===== src/design/gpio_pkg.sv =====
// Shared constants for the dual port general purpose I/O block.
package gpio_pkg;
    // Register indices on the core register port.
    localparam logic [2:0] PORT_A_DATA_IDX = 3'h0;
    localparam logic [2:0] PORT_A_DIRECTION_IDX = 3'h1;
    localparam logic [2:0] PORT_A_PULLHIGH_ENABLE_IDX = 3'h2;
    localparam logic [2:0] PORT_A_WAKE_ENABLE_IDX = 3'h3;
    localparam logic [2:0] PORT_B_DATA_IDX = 3'h4;
    localparam logic [2:0] PORT_B_DIRECTION_IDX = 3'h5;
    localparam logic [2:0] PORT_B_PULLHIGH_ENABLE_IDX = 3'h6;
    // Reset values: data and direction high, enables low.
    localparam logic [7:0] DATA_RESET = 8'hFF;
    localparam logic [7:0] DIRECTION_RESET = 8'hFF;
    localparam logic [7:0] PULLHIGH_RESET = 8'h00;
    localparam logic [7:0] WAKE_RESET = 8'h00;
    // Value returned for an index with no register behind it.
    localparam logic [7:0] UNMAPPED_READ = 8'h00;
    // Reset values of the read buffer and the pin synchronisers.
    localparam logic [7:0] READ_RESET = 8'h00;
    localparam logic [7:0] SYNC_RESET = 8'h00;
    // Number of flip-flops in each pin input synchroniser.
    localparam int SYNC_STAGES = 2;
endpackage


===== src/design/dual_port_gpio_with_wakeup.sv =====
// Two bidirectional I/O ports with pull-high control and port A wake-up.
`timescale 1ns/1ps
// Summary of operation
// - Power-on, low supply or awake watchdog reset sets data and direction.
// - A watchdog reset in sleep or idle leaves all port registers unchanged.
// - Direction one makes a pin a readable input, zero a push-pull output.
// - A data read returns the output latch bit for every pin set as output.
// - Inputs are not latched; a read returns the pin level at the read.
// - The output latch keeps driving the pin until software writes it again.
// - Per-pin pull-high enables act only on inputs and reset to zero.
// - Each port A pin has a wake enable bit, reset to zero.
// - In sleep or idle, a fall on an enabled port A pin wakes the device if it was already enabled and high when sleep began.
// - A pin turned to output before its data bit is written drives high.
// - A bit set or clear reads the whole byte and rewrites all eight bits.
// - Pin n of a port maps to bit n of each of that port's registers.
module dual_port_gpio_with_wakeup
    import gpio_pkg::*;
#(
    parameter int WIDTH = 8
) (
    input wire logic sys_clk,
    input wire logic rstn,
    input wire logic sleepIdleMode,
    input wire logic watchdogSleepReset,
    input wire logic [2:0] regIndex,
    input wire logic regWrite,
    input wire logic regRead,
    input wire logic [7:0] regWriteData,
    output logic [7:0] regReadData,
    input wire logic [WIDTH-1:0] padAIn,
    output logic [WIDTH-1:0] padAOut,
    output logic [WIDTH-1:0] padAOe,
    output logic [WIDTH-1:0] padAPullHigh,
    input wire logic [WIDTH-1:0] padBIn,
    output logic [WIDTH-1:0] padBOut,
    output logic [WIDTH-1:0] padBOe,
    output logic [WIDTH-1:0] padBPullHigh,
    output logic wakeRequest
);

    // The register file and byte bus are eight bits wide.
    if (WIDTH != 8) begin : gWidthCheck
        $error("dual_port_gpio_with_wakeup supports WIDTH = 8 only");
    end

    // The pin synchronisers below are built with exactly two stages.
    if (SYNC_STAGES != 2) begin : gSyncCheck
        $error("dual_port_gpio_with_wakeup needs two sync stages");
    end

    logic [7:0] aData_reg, aData_next;
    logic [7:0] aDir_reg, aDir_next;
    logic [7:0] aPull_reg, aPull_next;
    logic [7:0] aWake_reg, aWake_next;
    logic [7:0] bData_reg, bData_next;
    logic [7:0] bDir_reg, bDir_next;
    logic [7:0] bPull_reg, bPull_next;
    logic [7:0] readData_reg, readData_next;
    logic [7:0] aMeta_reg, aMeta_next, aSync_reg, aSync_next;
    logic [7:0] bMeta_reg, bMeta_next, bSync_reg, bSync_next;
    logic [7:0] aArmed_reg, aArmed_next;
    logic sleep_reg, sleep_next;
    logic writeOk;
    logic [7:0] aView, bView;

    // A write that coincides with a sleep watchdog reset is dropped so
    // that the reset really leaves every register as it was.
    assign writeOk = regWrite && !watchdogSleepReset;

    // Register writes replace the whole byte; bit set and clear come in
    // as a full byte rewrite from the core.
    always_comb begin
        aData_next = aData_reg;
        aDir_next = aDir_reg;
        aPull_next = aPull_reg;
        aWake_next = aWake_reg;
        bData_next = bData_reg;
        bDir_next = bDir_reg;
        bPull_next = bPull_reg;
        if (writeOk) begin
            if (regIndex == PORT_A_DATA_IDX) begin
                aData_next = regWriteData;
            end else if (regIndex == PORT_A_DIRECTION_IDX) begin
                aDir_next = regWriteData;
            end else if (regIndex == PORT_A_PULLHIGH_ENABLE_IDX) begin
                aPull_next = regWriteData;
            end else if (regIndex == PORT_A_WAKE_ENABLE_IDX) begin
                aWake_next = regWriteData;
            end else if (regIndex == PORT_B_DATA_IDX) begin
                bData_next = regWriteData;
            end else if (regIndex == PORT_B_DIRECTION_IDX) begin
                bDir_next = regWriteData;
            end else if (regIndex == PORT_B_PULLHIGH_ENABLE_IDX) begin
                bPull_next = regWriteData;
            end
        end
    end

    // Only the asynchronous reset restores defaults; the sleep watchdog
    // reset never reaches these flip-flops.
    always_ff @(posedge sys_clk or negedge rstn) begin
        if (!rstn) begin
            aData_reg <= DATA_RESET;
            aDir_reg <= DIRECTION_RESET;
            aPull_reg <= PULLHIGH_RESET;
            aWake_reg <= WAKE_RESET;
            bData_reg <= DATA_RESET;
            bDir_reg <= DIRECTION_RESET;
            bPull_reg <= PULLHIGH_RESET;
        end else begin
            aData_reg <= aData_next;
            aDir_reg <= aDir_next;
            aPull_reg <= aPull_next;
            aWake_reg <= aWake_next;
            bData_reg <= bData_next;
            bDir_reg <= bDir_next;
            bPull_reg <= bPull_next;
        end
    end

    // Next values of the pin synchronisers; only the second stage feeds
    // any logic, so a metastable first stage never reaches a read.
    always_comb begin
        aMeta_next = padAIn;
        aSync_next = aMeta_reg;
        bMeta_next = padBIn;
        bSync_next = bMeta_reg;
    end

    // Two-stage synchronisers on every pin input.
    always_ff @(posedge sys_clk or negedge rstn) begin
        if (!rstn) begin
            aMeta_reg <= SYNC_RESET;
            aSync_reg <= SYNC_RESET;
            bMeta_reg <= SYNC_RESET;
            bSync_reg <= SYNC_RESET;
        end else begin
            aMeta_reg <= aMeta_next;
            aSync_reg <= aSync_next;
            bMeta_reg <= bMeta_next;
            bSync_reg <= bSync_next;
        end
    end

    // Per pin read view: the live synchronised level for inputs, the
    // output latch for outputs.
    genvar i;
    for (i = 0; i < 8; i++) begin : gPin
        assign aView[i] = aDir_reg[i] ? aSync_reg[i] : aData_reg[i];
        assign bView[i] = bDir_reg[i] ? bSync_reg[i] : bData_reg[i];
    end

    // The read value is sampled once, on the read strobe, and held; input
    // levels are never latched in between reads.
    always_comb begin
        readData_next = readData_reg;
        if (regRead) begin
            if (regIndex == PORT_A_DATA_IDX) begin
                readData_next = aView;
            end else if (regIndex == PORT_A_DIRECTION_IDX) begin
                readData_next = aDir_reg;
            end else if (regIndex == PORT_A_PULLHIGH_ENABLE_IDX) begin
                readData_next = aPull_reg;
            end else if (regIndex == PORT_A_WAKE_ENABLE_IDX) begin
                readData_next = aWake_reg;
            end else if (regIndex == PORT_B_DATA_IDX) begin
                readData_next = bView;
            end else if (regIndex == PORT_B_DIRECTION_IDX) begin
                readData_next = bDir_reg;
            end else if (regIndex == PORT_B_PULLHIGH_ENABLE_IDX) begin
                readData_next = bPull_reg;
            end else begin
                readData_next = UNMAPPED_READ;
            end
        end
    end

    always_ff @(posedge sys_clk or negedge rstn) begin
        if (!rstn) begin
            readData_reg <= READ_RESET;
        end else begin
            readData_reg <= readData_next;
        end
    end

    // Arm each enabled port A pin while awake and while it still reads
    // high; the arm freezes once sleep starts, because the clock may stop.
    always_comb begin
        aArmed_next = aArmed_reg;
        sleep_next = sleepIdleMode;
        if (!sleepIdleMode) begin
            aArmed_next = aWake_reg & aSync_reg;
        end
    end

    always_ff @(posedge sys_clk or negedge rstn) begin
        if (!rstn) begin
            aArmed_reg <= 8'h00;
            sleep_reg <= 1'b0;
        end else begin
            aArmed_reg <= aArmed_next;
            sleep_reg <= sleep_next;
        end
    end

    // The wake path is pure logic from the pads so it works with the
    // clock stopped; an armed pin seen low means it fell from high.
    assign wakeRequest = sleepIdleMode && sleep_reg &&
        |(aArmed_reg & aWake_reg & ~padAIn);

    // Pad drive: latch out, enable when direction is output, weak pull
    // only on inputs.
    assign padAOut = aData_reg;
    assign padAOe = ~aDir_reg;
    assign padAPullHigh = aPull_reg & aDir_reg;
    assign padBOut = bData_reg;
    assign padBOe = ~bDir_reg;
    assign padBPullHigh = bPull_reg & bDir_reg;
    assign regReadData = readData_reg;

endmodule


===== config.mk =====
export PLATFORM = sky130hd
export DESIGN_NAME = dual_port_gpio_with_wakeup
export DESIGN_NICKNAME = d
export VERILOG_FILES = /design/src/design/gpio_pkg.sv /design/src/design/dual_port_gpio_with_wakeup.sv
export SDC_FILE = /design/constraint.sdc
export NUM_CORES = 1
export LEC_CHECK = 0
export CORE_MARGIN = 5
export CORE_UTILIZATION = 55
export CTS_CLUSTER_SIZE = 30
export DETAILED_ROUTE_END_ITERATION = 16
export DONT_BUFFER_PORTS = 1
export PLACE_DENSITY = 0.73
export SYNTH_ARGS = -nofsm -noshare
export SYNTH_HDL_FRONTEND = slang
export SYNTH_SLANG_ARGS = --single-unit

===== constraint.sdc =====
create_clock -name sys_clk -period 1.4 [get_ports sys_clk]
set_input_delay 0 -clock sys_clk [delete_from_list [all_inputs] [get_ports sys_clk]]
set_output_delay 0 -clock sys_clk [all_outputs]
set_load 0.05 [all_outputs]

# Word level (Yosys, flattened, before mapping)

Cells that the tools add are included.

Reductions and logical operators: 13
Equality and inequality tests: 6
Bitwise logic cells: 14
Multiplexer cells: 23

Operator list:

| operator             | number |
|---|---|
| $mux W8              | 7 |
| $and A8 B8 Y8        | 5 |
| $not A8 Y8           | 3 |
| $mux W1              | 16 |
| $eq A3 B3 Y1 const B | 3 |
| $reduce_and A8 Y1    | 1 |
| $reduce_or A8 Y1     | 1 |
| $reduce_and A7 Y1    | 1 |
| $eq A3 B2 Y1 const B | 2 |
| $not A1 Y1           | 6 |
| $reduce_and A6 Y1    | 1 |
| $reduce_and A5 Y1    | 1 |
| $reduce_and A4 Y1    | 1 |
| $eq A3 B1 Y1 const B | 1 |
| $logic_and A1 B1 Y1  | 3 |
| $logic_not A3 Y1     | 1 |
| $reduce_and A3 Y1    | 1 |
| $reduce_and A2 Y1    | 1 |
| $logic_not A1 Y1     | 1 |

Output and inout bits: 57
Word-level logic and storage cells: 70
Input port bits: 33
Register bits: 105

# Logic depth before layout (Yosys ltp)

Gate-level depths: netlist of the first run.

Word-level depth: 8
Mapped depth: 6

# Worst setup path before layout of the first run

No wires, ideal clock.

Kind: reg2reg
Start: register aData_reg[0], in the netlist padAOut[0]
End: register readData_reg[0], in the netlist regReadData[0]
Data required time: 1314 ps
Path buffers: 0
Setup time: 86 ps
Cell stages (with the launch flop): 5
Arrival: 1487 ps
Slack: -173 ps
Cell sequence: dfstp_2 > or3b_2 > a21oi_1 > a211oi_1 > nor3_1

Longest elaborated chain between the ends: 2

Ends and longest elaborated chain:

| item                     | RTL line                          | RTL |
|---|---|---|
| start: declaration       | dual_port_gpio_with_wakeup.sv:51  | `logic [7:0] aData_reg, aData_next;` |
| start signal: assignment | dual_port_gpio_with_wakeup.sv:111 | `aData_reg <= aData_next;` |
| $mux W1                  | dual_port_gpio_with_wakeup.sv:149 | `assign aView[i] = aDir_reg[i] ? aSync_reg[i] : aData_reg[i];` |
| $mux W8                  | dual_port_gpio_with_wakeup.sv:158 | `if (regIndex == PORT_A_DATA_IDX) begin` |
| end signal: assignment   | dual_port_gpio_with_wakeup.sv:182 | `readData_reg <= readData_next;` |
| end: declaration         | dual_port_gpio_with_wakeup.sv:58  | `logic [7:0] readData_reg, readData_next;` |

No other way between the ends.
A chain may end at the register's enable or synchronous reset.

# Final worst setup path of the first run

Start: register bDir_reg[6]
End: register readData_reg[6], in the netlist regReadData[6]

Longest elaborated chain between the ends: 6

Ends and longest elaborated chain:

| item                                      | RTL line                                                             | RTL |
|---|---|---|
| start: declaration                        | dual_port_gpio_with_wakeup.sv:56                                     | `logic [7:0] bDir_reg, bDir_next;` |
| start signal: assignment                  | dual_port_gpio_with_wakeup.sv:116                                    | `bDir_reg <= bDir_next;` |
| $mux W8 / $mux W1 (equally long branches) | dual_port_gpio_with_wakeup.sv:168, dual_port_gpio_with_wakeup.sv:150 |  |
| $mux W8 (*)                               | dual_port_gpio_with_wakeup.sv:166                                    | `end else if (regIndex == PORT_B_DATA_IDX) begin` |
| $mux W8 (*)                               | dual_port_gpio_with_wakeup.sv:164                                    | `end else if (regIndex == PORT_A_WAKE_ENABLE_IDX) begin` |
| $mux W8 (*)                               | dual_port_gpio_with_wakeup.sv:162                                    | `end else if (regIndex == PORT_A_PULLHIGH_ENABLE_IDX) begin` |
| $mux W8 (*)                               | dual_port_gpio_with_wakeup.sv:160                                    | `end else if (regIndex == PORT_A_DIRECTION_IDX) begin` |
| $mux W8 (*)                               | dual_port_gpio_with_wakeup.sv:158                                    |  |

Mark *: on every way between the ends. The rest lies on a longest branch, timed or not.

==> results of run 1 <==
## metal layers
| metal | track usage, % | routed length [um] | up-vias | part of all wire [%] |
|---|---|---|---|---|
| met1 | 27.5 | 4370 | 1527 | 42 |
| li1 | - | - | 1428 | - |
| met2 | 35.0 | 5100 | 87 | 49 |
| met3 | 8.06 | 808 | 15 | 7.7 |
| met5 | 0 | 0 | - | 0 |
| met4 | 5.25 | 164 | 0 | 1.6 |
## placed cells by master, fill, tap and decap left out, types with 2 or more instances in the layout
master,synthesis,layout
o21a_1,4,4
clkinv_4,0,3
and2_1,16,8
and2_0,2,2
dfstp_2,32,32
o21ai_0,30,28
a21oi_1,12,5
mux2_2,50,50
a21oi_2,0,6
a211oi_1,6,5
buf_12,0,3
dfrtp_1,73,73
nand2b_1,2,2
a31oi_1,3,3
buf_4,1,48
nand3b_1,3,3
nor2b_1,3,3
a211o_1,3,3
o22ai_1,4,2
nor3b_2,2,2
a311oi_1,4,4
nor3_1,4,4
o22ai_2,0,2
o221a_2,2,2
or3b_4,0,9
and2_2,0,8
clkbuf_8,0,10
nand2_1,36,36
nor2_1,13,12
inv_1,18,18
o21ai_1,0,2
mux2i_1,5,5
dlygate4sd3_1,0,34
## stage by stage
step / setup TNS [ns] / worst slack (ns)
after floorplan: -0.614 / -0.0867
after global placement: -0.0139 / -0.0139
after detailed placement: -0.0635 / -0.0635
after CTS: -0.125 / -0.0680
after global routing: -0.509 / -0.130
final: -0.0773 / -0.0647
## logic make-up (layout without fill, tap and decap cells)
group / count (synthesis) / count (layout) / synth area share (%)
compound gates: 73 / 73 / 10.5
buf+inv: 32 / 119 / 3.21
other cells: 0 / 1 / 0
mux: 56 / 56 / 14.2
simple gates: 93 / 93 / 11.5
flops: 105 / 105 / 60.6
## synthesized netlist by cell type (all sizes together) (2+ instances only)
master | number | area share [%]
o221a | 2 | 0.51
a311oi | 5 | 1.1
and2 | 18 | 2.6
a211oi | 6 | 1.0
a211o | 3 | 0.60
nand3b | 3 | 0.51
a21oi | 12 | 1.4
nand2 | 36 | 3.1
or3b | 9 | 1.8
o22ai | 4 | 0.57
mux2 | 51 | 13
dfrtp | 73 | 42
dfstp | 32 | 19
nor2 | 13 | 1.1
nor2b | 3 | 0.43
inv | 18 | 1.5
o21a | 4 | 0.68
buf | 11 | 1.4
clkbuf | 3 | 0.26
nand2b | 2 | 0.28
nor3b | 3 | 0.99
mux2i | 5 | 1.1
a31oi | 3 | 0.43
o21ai | 30 | 3.4
nor3 | 4 | 0.45
## area by class of cell
type	instances	area, um^2	share of cell area, %
Inverter	18	67.6	1.23
Timing Repair Buffer	85	761	13.8
Clock inverter	6	51.3	0.934
Clock buffer	10	138	2.51
Multi-Input combinational cell	222	1680	30.6
Tap cell	102	128	2.32
Antenna cell	1	2.50	0.0455
Sequential cell	105	2670	48.6
## report_power, final
| group | total, uW | switching, uW | internal [uW] |
|---|---|---|---|
| clock | 1770 | 1050 | 721 |
| combinational | 2870 | 1870 | 1000 |
| sequential | 4020 | 334 | 3690 |
| total | 8660 | 3250 | 5410 |
## worst max-delay path, delay by kind of cell (launching register included)
kind               cells  cell delay, ns
DFF                    1            0.56
AOI/OAI and AO/OA      3            0.76
and+or+nand+nor        1            0.05
## worst min-delay path by stage
stage / from / end / cells after the start
global route: rstn / aMeta_reg[6] / 0
detailed placement: rstn / bSync_reg[1] / 0
finish: rstn / aPull_reg[6] / 0
floorplan: rstn / aArmed_reg[0] / 0
global placement: rstn / bSync_reg[1] / 0
CTS: rstn / aArmed_reg[5] / 0
## timing repair
action	CTS	global route
endpoints found under the hold margin	194	113
resized for setup	5	12
setup buffers	0	1
setup endpoints to repair	5	13
hold buffers	32	2
pin swaps	2	4
==> results.md, run 1 <==
* Status: complete, but fails checks
* Failing checks: negative hold slack, negative setup slack
* Pwr dens at 1580 nW/um^2
* Max Fclk at slightly below 700 MHz
* Syn_nets at about 400
* Initial Util at 56.7%
* Post-synth ARST share at 100%
* Synth Warn # at 0
* CTS Root Cell: clkbuf_8
* Tmin final at 1.46 ns
* Critical path destination: regReadData[6]
* Crit path capture type: register
* Period utilisation layout at 105%
* DRT iter0 DRCs at roughly 160
* H-tree Lvls at 3
* Post-synth EDFFs at 0
* Avg Cell Area, Syn at ~12 um^2
* # Max-Cap Violations at 0
* Post-synthesis sequential area ratio at 60.6%
* Post-Place Cells at about 500
* RSZ-0062 raised after global routing: yes
* Worst-path clk slew at 0.10 ns
* Gr ovfl total at 0
* Dpl cell area at slightly below 5000 um^2
* GR Util All Layers at 21.5%
* Final std cells w/o fill at 549
* RR Endpoint: regReadData[6]
* DRT Pass-1 Iters at 4
* Die W at just under 100 um
* Worst R2R Start: bDir_reg[6]
* Cts bufs inserted at 9
* Ys flop type: dfrtp_1
* Clk sinks at between 100 and 150
* Core Box Area at 7770 um^2
* Netlist cell types at 38
* Synth Register Bits at 105
* Via density at 5.57
* Dpl hpwl at 6830 um
* Final nets at 474
* Final setup violation count at 2
* Slowest stage delay, CP at 0.56 ns
* Hold WS at -0.675 ns
* Filler cells at approximately 560
* Clk_lat worst skew at ~0.36 ns
* IO Port Bufs at 0
* Design area at 5490 um^2
* Boundary Pins at 90
* Overall Power at 8660 uW
* Vias in the first global route at 3098
* Largest net degree at the start of global routing at 106
* Final wirelength at approximately 10000 um
* Pleak at 0.00234 uW
* CP max-delay cell: dfstp_2
* Cell Area, Synth at 4400 um^2
* Die H at 99.5 um
* Full die area at 9890 um^2
* Placer congestion estimate at 0.771
* Vias at 3057
* Area delta synth->final at 24.8%
* WL per Instance at around 19 um
* Clock buffer depth at 2
* Share of layout cells above drive strength 1 at between 40% and 50%
* Worst Hold Class: primary input to asynchronous set/reset pin
* Critical path, cell by cell: nor2b_1, o221a_2, o311a_1, a311oi_2
* CP startpoint kind: register
* Relative slew slack at 41.6%
* Crit-path max FO at 4
* R2R setup slack at -0.06 ns
* Initial antenna violation count at 1
* Residual DRC at 0
* Final ANT Viol Nets at 0
* Global-route wire length before repair at 16500 um
* TritonCTS clock tree: done
* Hold Fails Final Rpt at 108
* Worst Skew at 0.0103 ns
* Row count at 32
* Final count of pins violating max slew at 0
* Mapped Cells at 359
* WS Path Type: register to register
* Maximum VDD drop at 0.000766 V
* R2R cell count at 4
* Crit path arrival time at 1.73 ns
* Setup crit start: bDir_reg[6]
* Final worst-path setup slack at -0.0647 ns
* WP data required at about 1.7 ns
* Worst slew pin tran at 0.873 ns
* Fin util at around 71%
Note: power is estimated with default switching activity, not from simulation.
==> run 2, diff against run 1 <==
Settings changed: CORE_ASPECT_RATIO from default to 0.7.
==> results.md, run 2 (same netlist as run 1, synthesis figures left out) <==
* Diode count at 0 (was 1)
* Final nets at 480 (was 474)
* CP bufs+invs at 0 (unchanged)
* Dpl cell area at 4890 um^2 (was 4910 um^2)
* R2R setup slack at -0.02 ns (was -0.06 ns)
* Final setup violation count at 2 (unchanged)
* DRT iter0 DRCs at 230 (was 163)
* Hold WS at -0.653 ns (was -0.675 ns)
* Share of layout cells above drive strength 1 at 40.0% (was 41.0%)
* Relative slew slack at 54.7% (was 41.6%)
* Die H at 84.9 um (was 99.5 um)
* Final wirelength at 11000 um (was 10400 um)
* WS Path Type: register to register (unchanged)
* Flop pwr share at 42.7% (was 46.4%)
* Gr ovfl total at 0 (unchanged)
* Initial antenna violation count at 0 (was 1)
* Largest net degree at the start of global routing at 106 (unchanged)
* Cts bufs inserted at 9 (unchanged)
* Crit path arrival time at 1.68 ns (was 1.73 ns)
* Worst Skew at 0.00416 ns (was 0.0103 ns)
* Final ANT Viol Nets at 0 (unchanged)
* Design area at 5610 um^2 (was 5490 um^2)
* Tmin final at 1.42 ns (was 1.46 ns)
* Worst Hold Class: primary input to asynchronous set/reset pin (unchanged)
* Period utilisation layout at 102% (was 105%)
* Die W at 117 um (was 99.5 um)
* Global-route wire length before repair at 16800 um (was 16500 um)
* Max Fclk at 702 MHz (was 683 MHz)
* Pwr dens at 1690 nW/um^2 (was 1580 nW/um^2)
* Fin util at 71.6% (was 70.7%)
* Pre-CTS setup slack at -0.0623 ns (was -0.0635 ns)
* Worst-path clk slew at 0.07 ns (was 0.10 ns)
* Worst slew pin tran at 0.678 ns (was 0.873 ns)
* Boundary Pins at 90 (unchanged)
* Crit-path max FO at 2 (was 4)
* TritonCTS clock tree: done (unchanged)
* Clk_lat worst skew at 0.34 ns (was 0.36 ns)
* Critical path, cell by cell: nor2b_1, o221a_2, o311a_1, a311oi_2 (unchanged)
* RSZ-0062 raised after global routing: yes (unchanged)
* Crit path capture type: register (unchanged)
* Vias at 3153 (was 3057)
* Core Box Area at 7840 um^2 (was 7770 um^2)
* Int Pwr at 6170 uW (was 5410 uW)
* Pleak at 0.00243 uW (was 0.00234 uW)
* Full die area at 9920 um^2 (was 9890 um^2)
* Row count at 27 (was 32)
* Commonest non-fill, non-tap cell in the layout: dfrtp_1 (unchanged)
* Placer congestion estimate at 0.763 (was 0.771)
* Clk sinks at 105 (unchanged)
* CP max-delay cell: dfstp_2 (unchanged)
* IO Port Bufs at 0 (unchanged)
* Failing checks: negative hold slack, negative setup slack (unchanged)
* Clock buffer depth at 2 (unchanged)
* WL per Instance at 19.8 um (was 19.0 um)
* Status: complete, but fails checks (unchanged)
* Combinational share of power at 30.9% (was 33.1%)
* # Max-Cap Violations at 0 (unchanged)
* Final count of pins violating max slew at 0 (unchanged)
* Filler cells at 556 (was 562)
* Vias in the first global route at 3212 (was 3098)
* GR Util All Layers at 22.3% (was 21.5%)
* Clk pwr share at 26.4% (was 20.5%)
* Switching Share at 34.9% (was 37.5%)
* Residual DRC at 0 (unchanged)
* H-tree Lvls at 3 (unchanged)
* Area delta synth->final at 27.5% (was 24.8%)
* Maximum VDD drop at 0.00105 V (was 0.000766 V)
* Most frequent cells in the layout: dfrtp_1 (73), buf_4 (56), mux2_2 (50), nand2_1 (36), dlygate4sd3_1 (33) (was dfrtp_1 (73), mux2_2 (50), buf_4 (48), nand2_1 (36), dlygate4sd3_1 (34))
* Crit path max-delay family: compound AO/OA/AOI/OAI gates (unchanged)
* Dpl hpwl at 6960 um (was 6830 um)
* Final worst-path setup slack at -0.0237 ns (was -0.0647 ns)
* Initial Util at 56.2% (was 56.7%)
* Net switching power at 3310 uW (was 3250 uW)
* WP data required at 1.66 ns (was 1.67 ns)
* Slowest stage delay, CP at 0.53 ns (was 0.56 ns)
* CTS Root Cell: clkbuf_16 (was clkbuf_8)
* DRT Pass-1 Iters at 4 (unchanged)
* Hold Fails Final Rpt at 109 (was 108)
* CP startpoint kind: register (unchanged)
* Via density at 5.70 (was 5.57)
[run 2: power by group through the flow]
stage                     clock network (uW)  logic (uW)  registers [uW]
after floorplan                            0        1580            4540
after global placement                     0        2640            4060
after detailed placement                   0        2690            4100
after CTS                               2540        2820            4040
after global routing                    2700        3080            4110
final                                   2500        2930            4050
[run 2: cell type report]
type,instances,area [um^2],area share [%]
sequential,105,2670,47.5
inverter,18,67.6,1.20
clock inverter,6,57.6,1.03
timing repair buffer,91,791,14.1
multi-input combinational,222,1660,29.6
tap,101,126,2.25
clock buffer,10,239,4.26
[run 2: path summary, 6_finish.rpt]
check	startpoint	endpoint	depth (start not counted)
min in group sys_clk	regIndex[1]	regReadData[5]	3
max reg2reg	bDir_reg[6]	regReadData[6]	4
min	rstn	regReadData[3]	0
max	bDir_reg[6]	regReadData[6]	4
max in group asynchronous	rstn	bDir_reg[1]	0
min reg2reg	aMeta_reg[1]	aSync_reg[1]	0
[run 2: routing by layer]
metal | vias up | global-route usage, % | wire length, um
li1 | 1428 | - | -
met1 | 1622 | 29.1 | 4850
met2 | 94 | 36.3 | 5210
met3 | 9 | 7.91 | 802
met4 | 0 | 4.79 | 90
met5 | - | 0 | 0
[run 2: worst reg2reg max path: cells and delay by family (launching register included)]
family           cells  cell delay, ns
AO/OA/AOI/OAI        3            0.75
flip-flops           1            0.53
AND/OR/NAND/NOR      1            0.05
[run 2: what timing repair did]
action	4_1_cts	5_1_grt
endpoints found under the hold margin	194	113
cloned	0	0
setup buffers	2	6
hold buffers	28	5
setup endpoints to repair	2	6
pin swaps	2	9
gates resized for setup	1	8
[run 2: metrics by stage]
step           TNS (ns)  total power, uW  cells
2_1_floorplan    -0.614             6110    359
3_3_place_gp    -0.0117             6700    496
3_5_place_dp    -0.0623             6790    496
4_1_cts         -0.0373             9410    542
5_1_grt          -0.352             9890    553
6_report        -0.0254             9470    553
==> run 3, diff against run 2 <==
Settings changed: CTS_BUF_LIST from default to sky130_fd_sc_hd__clkbuf_2 sky130_fd_sc_hd__clkbuf_4 sky130_fd_sc_hd__clkbuf_8.
==> results.md, run 3 (same netlist as run 1, synthesis figures left out) <==
* Status: complete, but fails checks (unchanged)
* Failing checks: negative hold slack, negative setup slack (unchanged)
* Pwr dens at 1580 nW/um^2 (was 1690 nW/um^2)
* Initial Util at 56.2% (unchanged)
* RR Endpoint: regReadData[6] (unchanged)
* Final setup violation count at 1 (was 2)
* Hold WS at -0.681 ns (was -0.653 ns)
* Clock buffer depth at 2 (unchanged)
* Pre-CTS setup slack at -0.0623 ns (unchanged)
* Residual DRC at 0 (unchanged)
* Gr ovfl total at 0 (unchanged)
* WP data required at 1.68 ns (was 1.66 ns)
* Period utilisation layout at 103% (was 102%)
* IO Port Bufs at 0 (unchanged)
* Worst-path clk slew at 0.09 ns (was 0.07 ns)
* DRT iter0 DRCs at 216 (was 230)
* CTS Root Cell: clkbuf_8 (was clkbuf_16)
* Critical path, cell by cell: nor2b_1, o221a_2, o311a_1, a311oi_2 (unchanged)
* # Max-Cap Violations at 0 (unchanged)
* Area delta synth->final at 27.4% (was 27.5%)
* WS Path Type: register to register (unchanged)
* Via density at 5.76 (was 5.70)
* Most frequent cells in the layout: dfrtp_1 (73), buf_4 (54), mux2_2 (50), dlygate4sd3_1 (41), nand2_1 (36) (was dfrtp_1 (73), buf_4 (56), mux2_2 (50), nand2_1 (36), dlygate4sd3_1 (33))
* Hold Fails Final Rpt at 107 (was 109)
* Dpl hpwl at 6960 um (unchanged)
* Setup TNS at -0.0446 ns (was -0.0254 ns)
* Largest net degree at the start of global routing at 106 (unchanged)
* CP bufs+invs at 0 (unchanged)
* Crit path capture type: register (unchanged)
* Clk sinks at 105 (unchanged)
* Boundary Pins at 90 (unchanged)
* Share of layout cells above drive strength 1 at 41.6% (was 40.0%)
* Crit-path max FO at 2 (unchanged)
* Relative slew slack at 37.9% (was 54.7%)
* Slowest stage delay, CP at 0.56 ns (was 0.53 ns)
* H-tree Lvls at 3 (unchanged)
* Final nets at 487 (was 480)
* Final ANT Viol Nets at 0 (unchanged)
* Area of the multi-input gates at 1680 um^2 (was 1660 um^2)
* Full die area at 9920 um^2 (unchanged)
* Worst R2R Start: bDir_reg[6] (unchanged)
* Final wirelength at 11000 um (about the same)
* Max Fclk at 692 MHz (was 702 MHz)
* Row count at 27 (unchanged)
* Pleak at 0.00240 uW (was 0.00243 uW)
* Worst slew pin tran at 0.928 ns (was 0.678 ns)
* R2R cell count at 4 (unchanged)
* Maximum VDD drop at 0.000972 V (was 0.00105 V)
* Diode count at 0 (unchanged)
* Cts bufs inserted at 9 (unchanged)
* Final count of pins violating max slew at 0 (unchanged)
* R2R setup slack at -0.04 ns (was -0.02 ns)
* Sequential Area at 2670 um^2 (unchanged)
* Die W at 117 um (unchanged)
* Commonest non-fill, non-tap cell in the layout: dfrtp_1 (unchanged)
* Filler cells at 575 (was 556)
* Initial antenna violation count at 0 (unchanged)
* Overall Power at 8870 uW (was 9470 uW)
* CP max-delay cell: dfstp_2 (unchanged)
* Final worst-path setup slack at -0.0446 ns (was -0.0237 ns)
* RSZ-0062 raised after global routing: yes (unchanged)
* Vias in the first global route at 3206 (was 3212)
* Worst Hold Class: primary input to asynchronous set/reset pin (unchanged)
* CP startpoint kind: register (unchanged)
* Worst Skew at 0.00817 ns (was 0.00416 ns)
* GR Util All Layers at 22.2% (was 22.3%)
* Core Box Area at 7840 um^2 (unchanged)
* WL per Instance at 19.6 um (was 19.8 um)
* Clk_lat worst skew at 0.37 ns (was 0.34 ns)
* Crit path max-delay family: compound AO/OA/AOI/OAI gates (unchanged)
* Placer congestion estimate at 0.763 (unchanged)
* Die H at 84.9 um (unchanged)
* Vias at 3224 (was 3153)
* Global-route wire length before repair at 16800 um (about the same)
* TritonCTS clock tree: done (unchanged)
* Crit path arrival time at 1.73 ns (was 1.68 ns)
* Fin util at 71.6% (about the same)
* DRT Pass-1 Iters at 4 (unchanged)
* Critical path depth at 4 (unchanged)
* Tmin final at 1.44 ns (was 1.42 ns)
-- run 3: changes by cell type in the layout (fill, tap and decap cells not counted), sizes merged --
cell,previous run,this run
buf,58,57
dlygate4sd3,33,41
-- run 3: per-layer routing --
layer  part of all wire (%)  GRT usage (%)
met2                     48           35.9
met1                     43           29.4
met3                    7.9           6.84
met5                      0              0
met4                    1.0           5.63
-- run 3: power breakdown --
group          switching, uW  internal, uW  total, uW  leakage [uW]
combinational           1890          1070       2960       0.00109
sequential               353          3690       4040       0.00121
clock                   1000           863       1870      0.000102
total                   3250          5620       8870       0.00240
-- run 3: repair_timing --
item                       in CTS  in global routing
hold buffers                   36                  5
buffers inserted                5                  2
hold endpoints to repair      194                113
pin swaps                       1                 10
setup endpoints to repair       4                 15
gates resized for setup         3                 19
-- run 3: worst max-delay path by stage --
stage / startpoint / end / slack, ns
after floorplan: padBOut[2] / regReadData[2] / -0.09
after global placement: bDir_reg[6] / regReadData[6] / -0.01
after detailed placement: bDir_reg[6] / regReadData[6] / -0.06
after CTS: bDir_reg[6] / regReadData[6] / -0.03
after global routing: aArmed_reg[7] / wakeRequest / -0.15
final: bDir_reg[6] / regReadData[6] / -0.04
-- run 3: area by class of cell --
class | instances | share of cell area, %
well taps | 101 | 2.25
clock inverters | 6 | 1.03
clock buffers | 10 | 2.45
repair buffers | 98 | 15.5
multi-input cells | 222 | 30.0
inverters | 18 | 1.25
flip-flops and latches | 105 | 47.6
-- run 3: per-stage QoR --
stage	instance area [um^2]	hold slack [ns]	std cells
5_1_grt	5610	-0.707	560
3_5_place_dp	4890	-0.293	496
2_1_floorplan	4430	-0.296	359
6_report	5610	-0.681	560
4_1_cts	5490	-0.705	553
3_3_place_gp	4890	-0.291	496
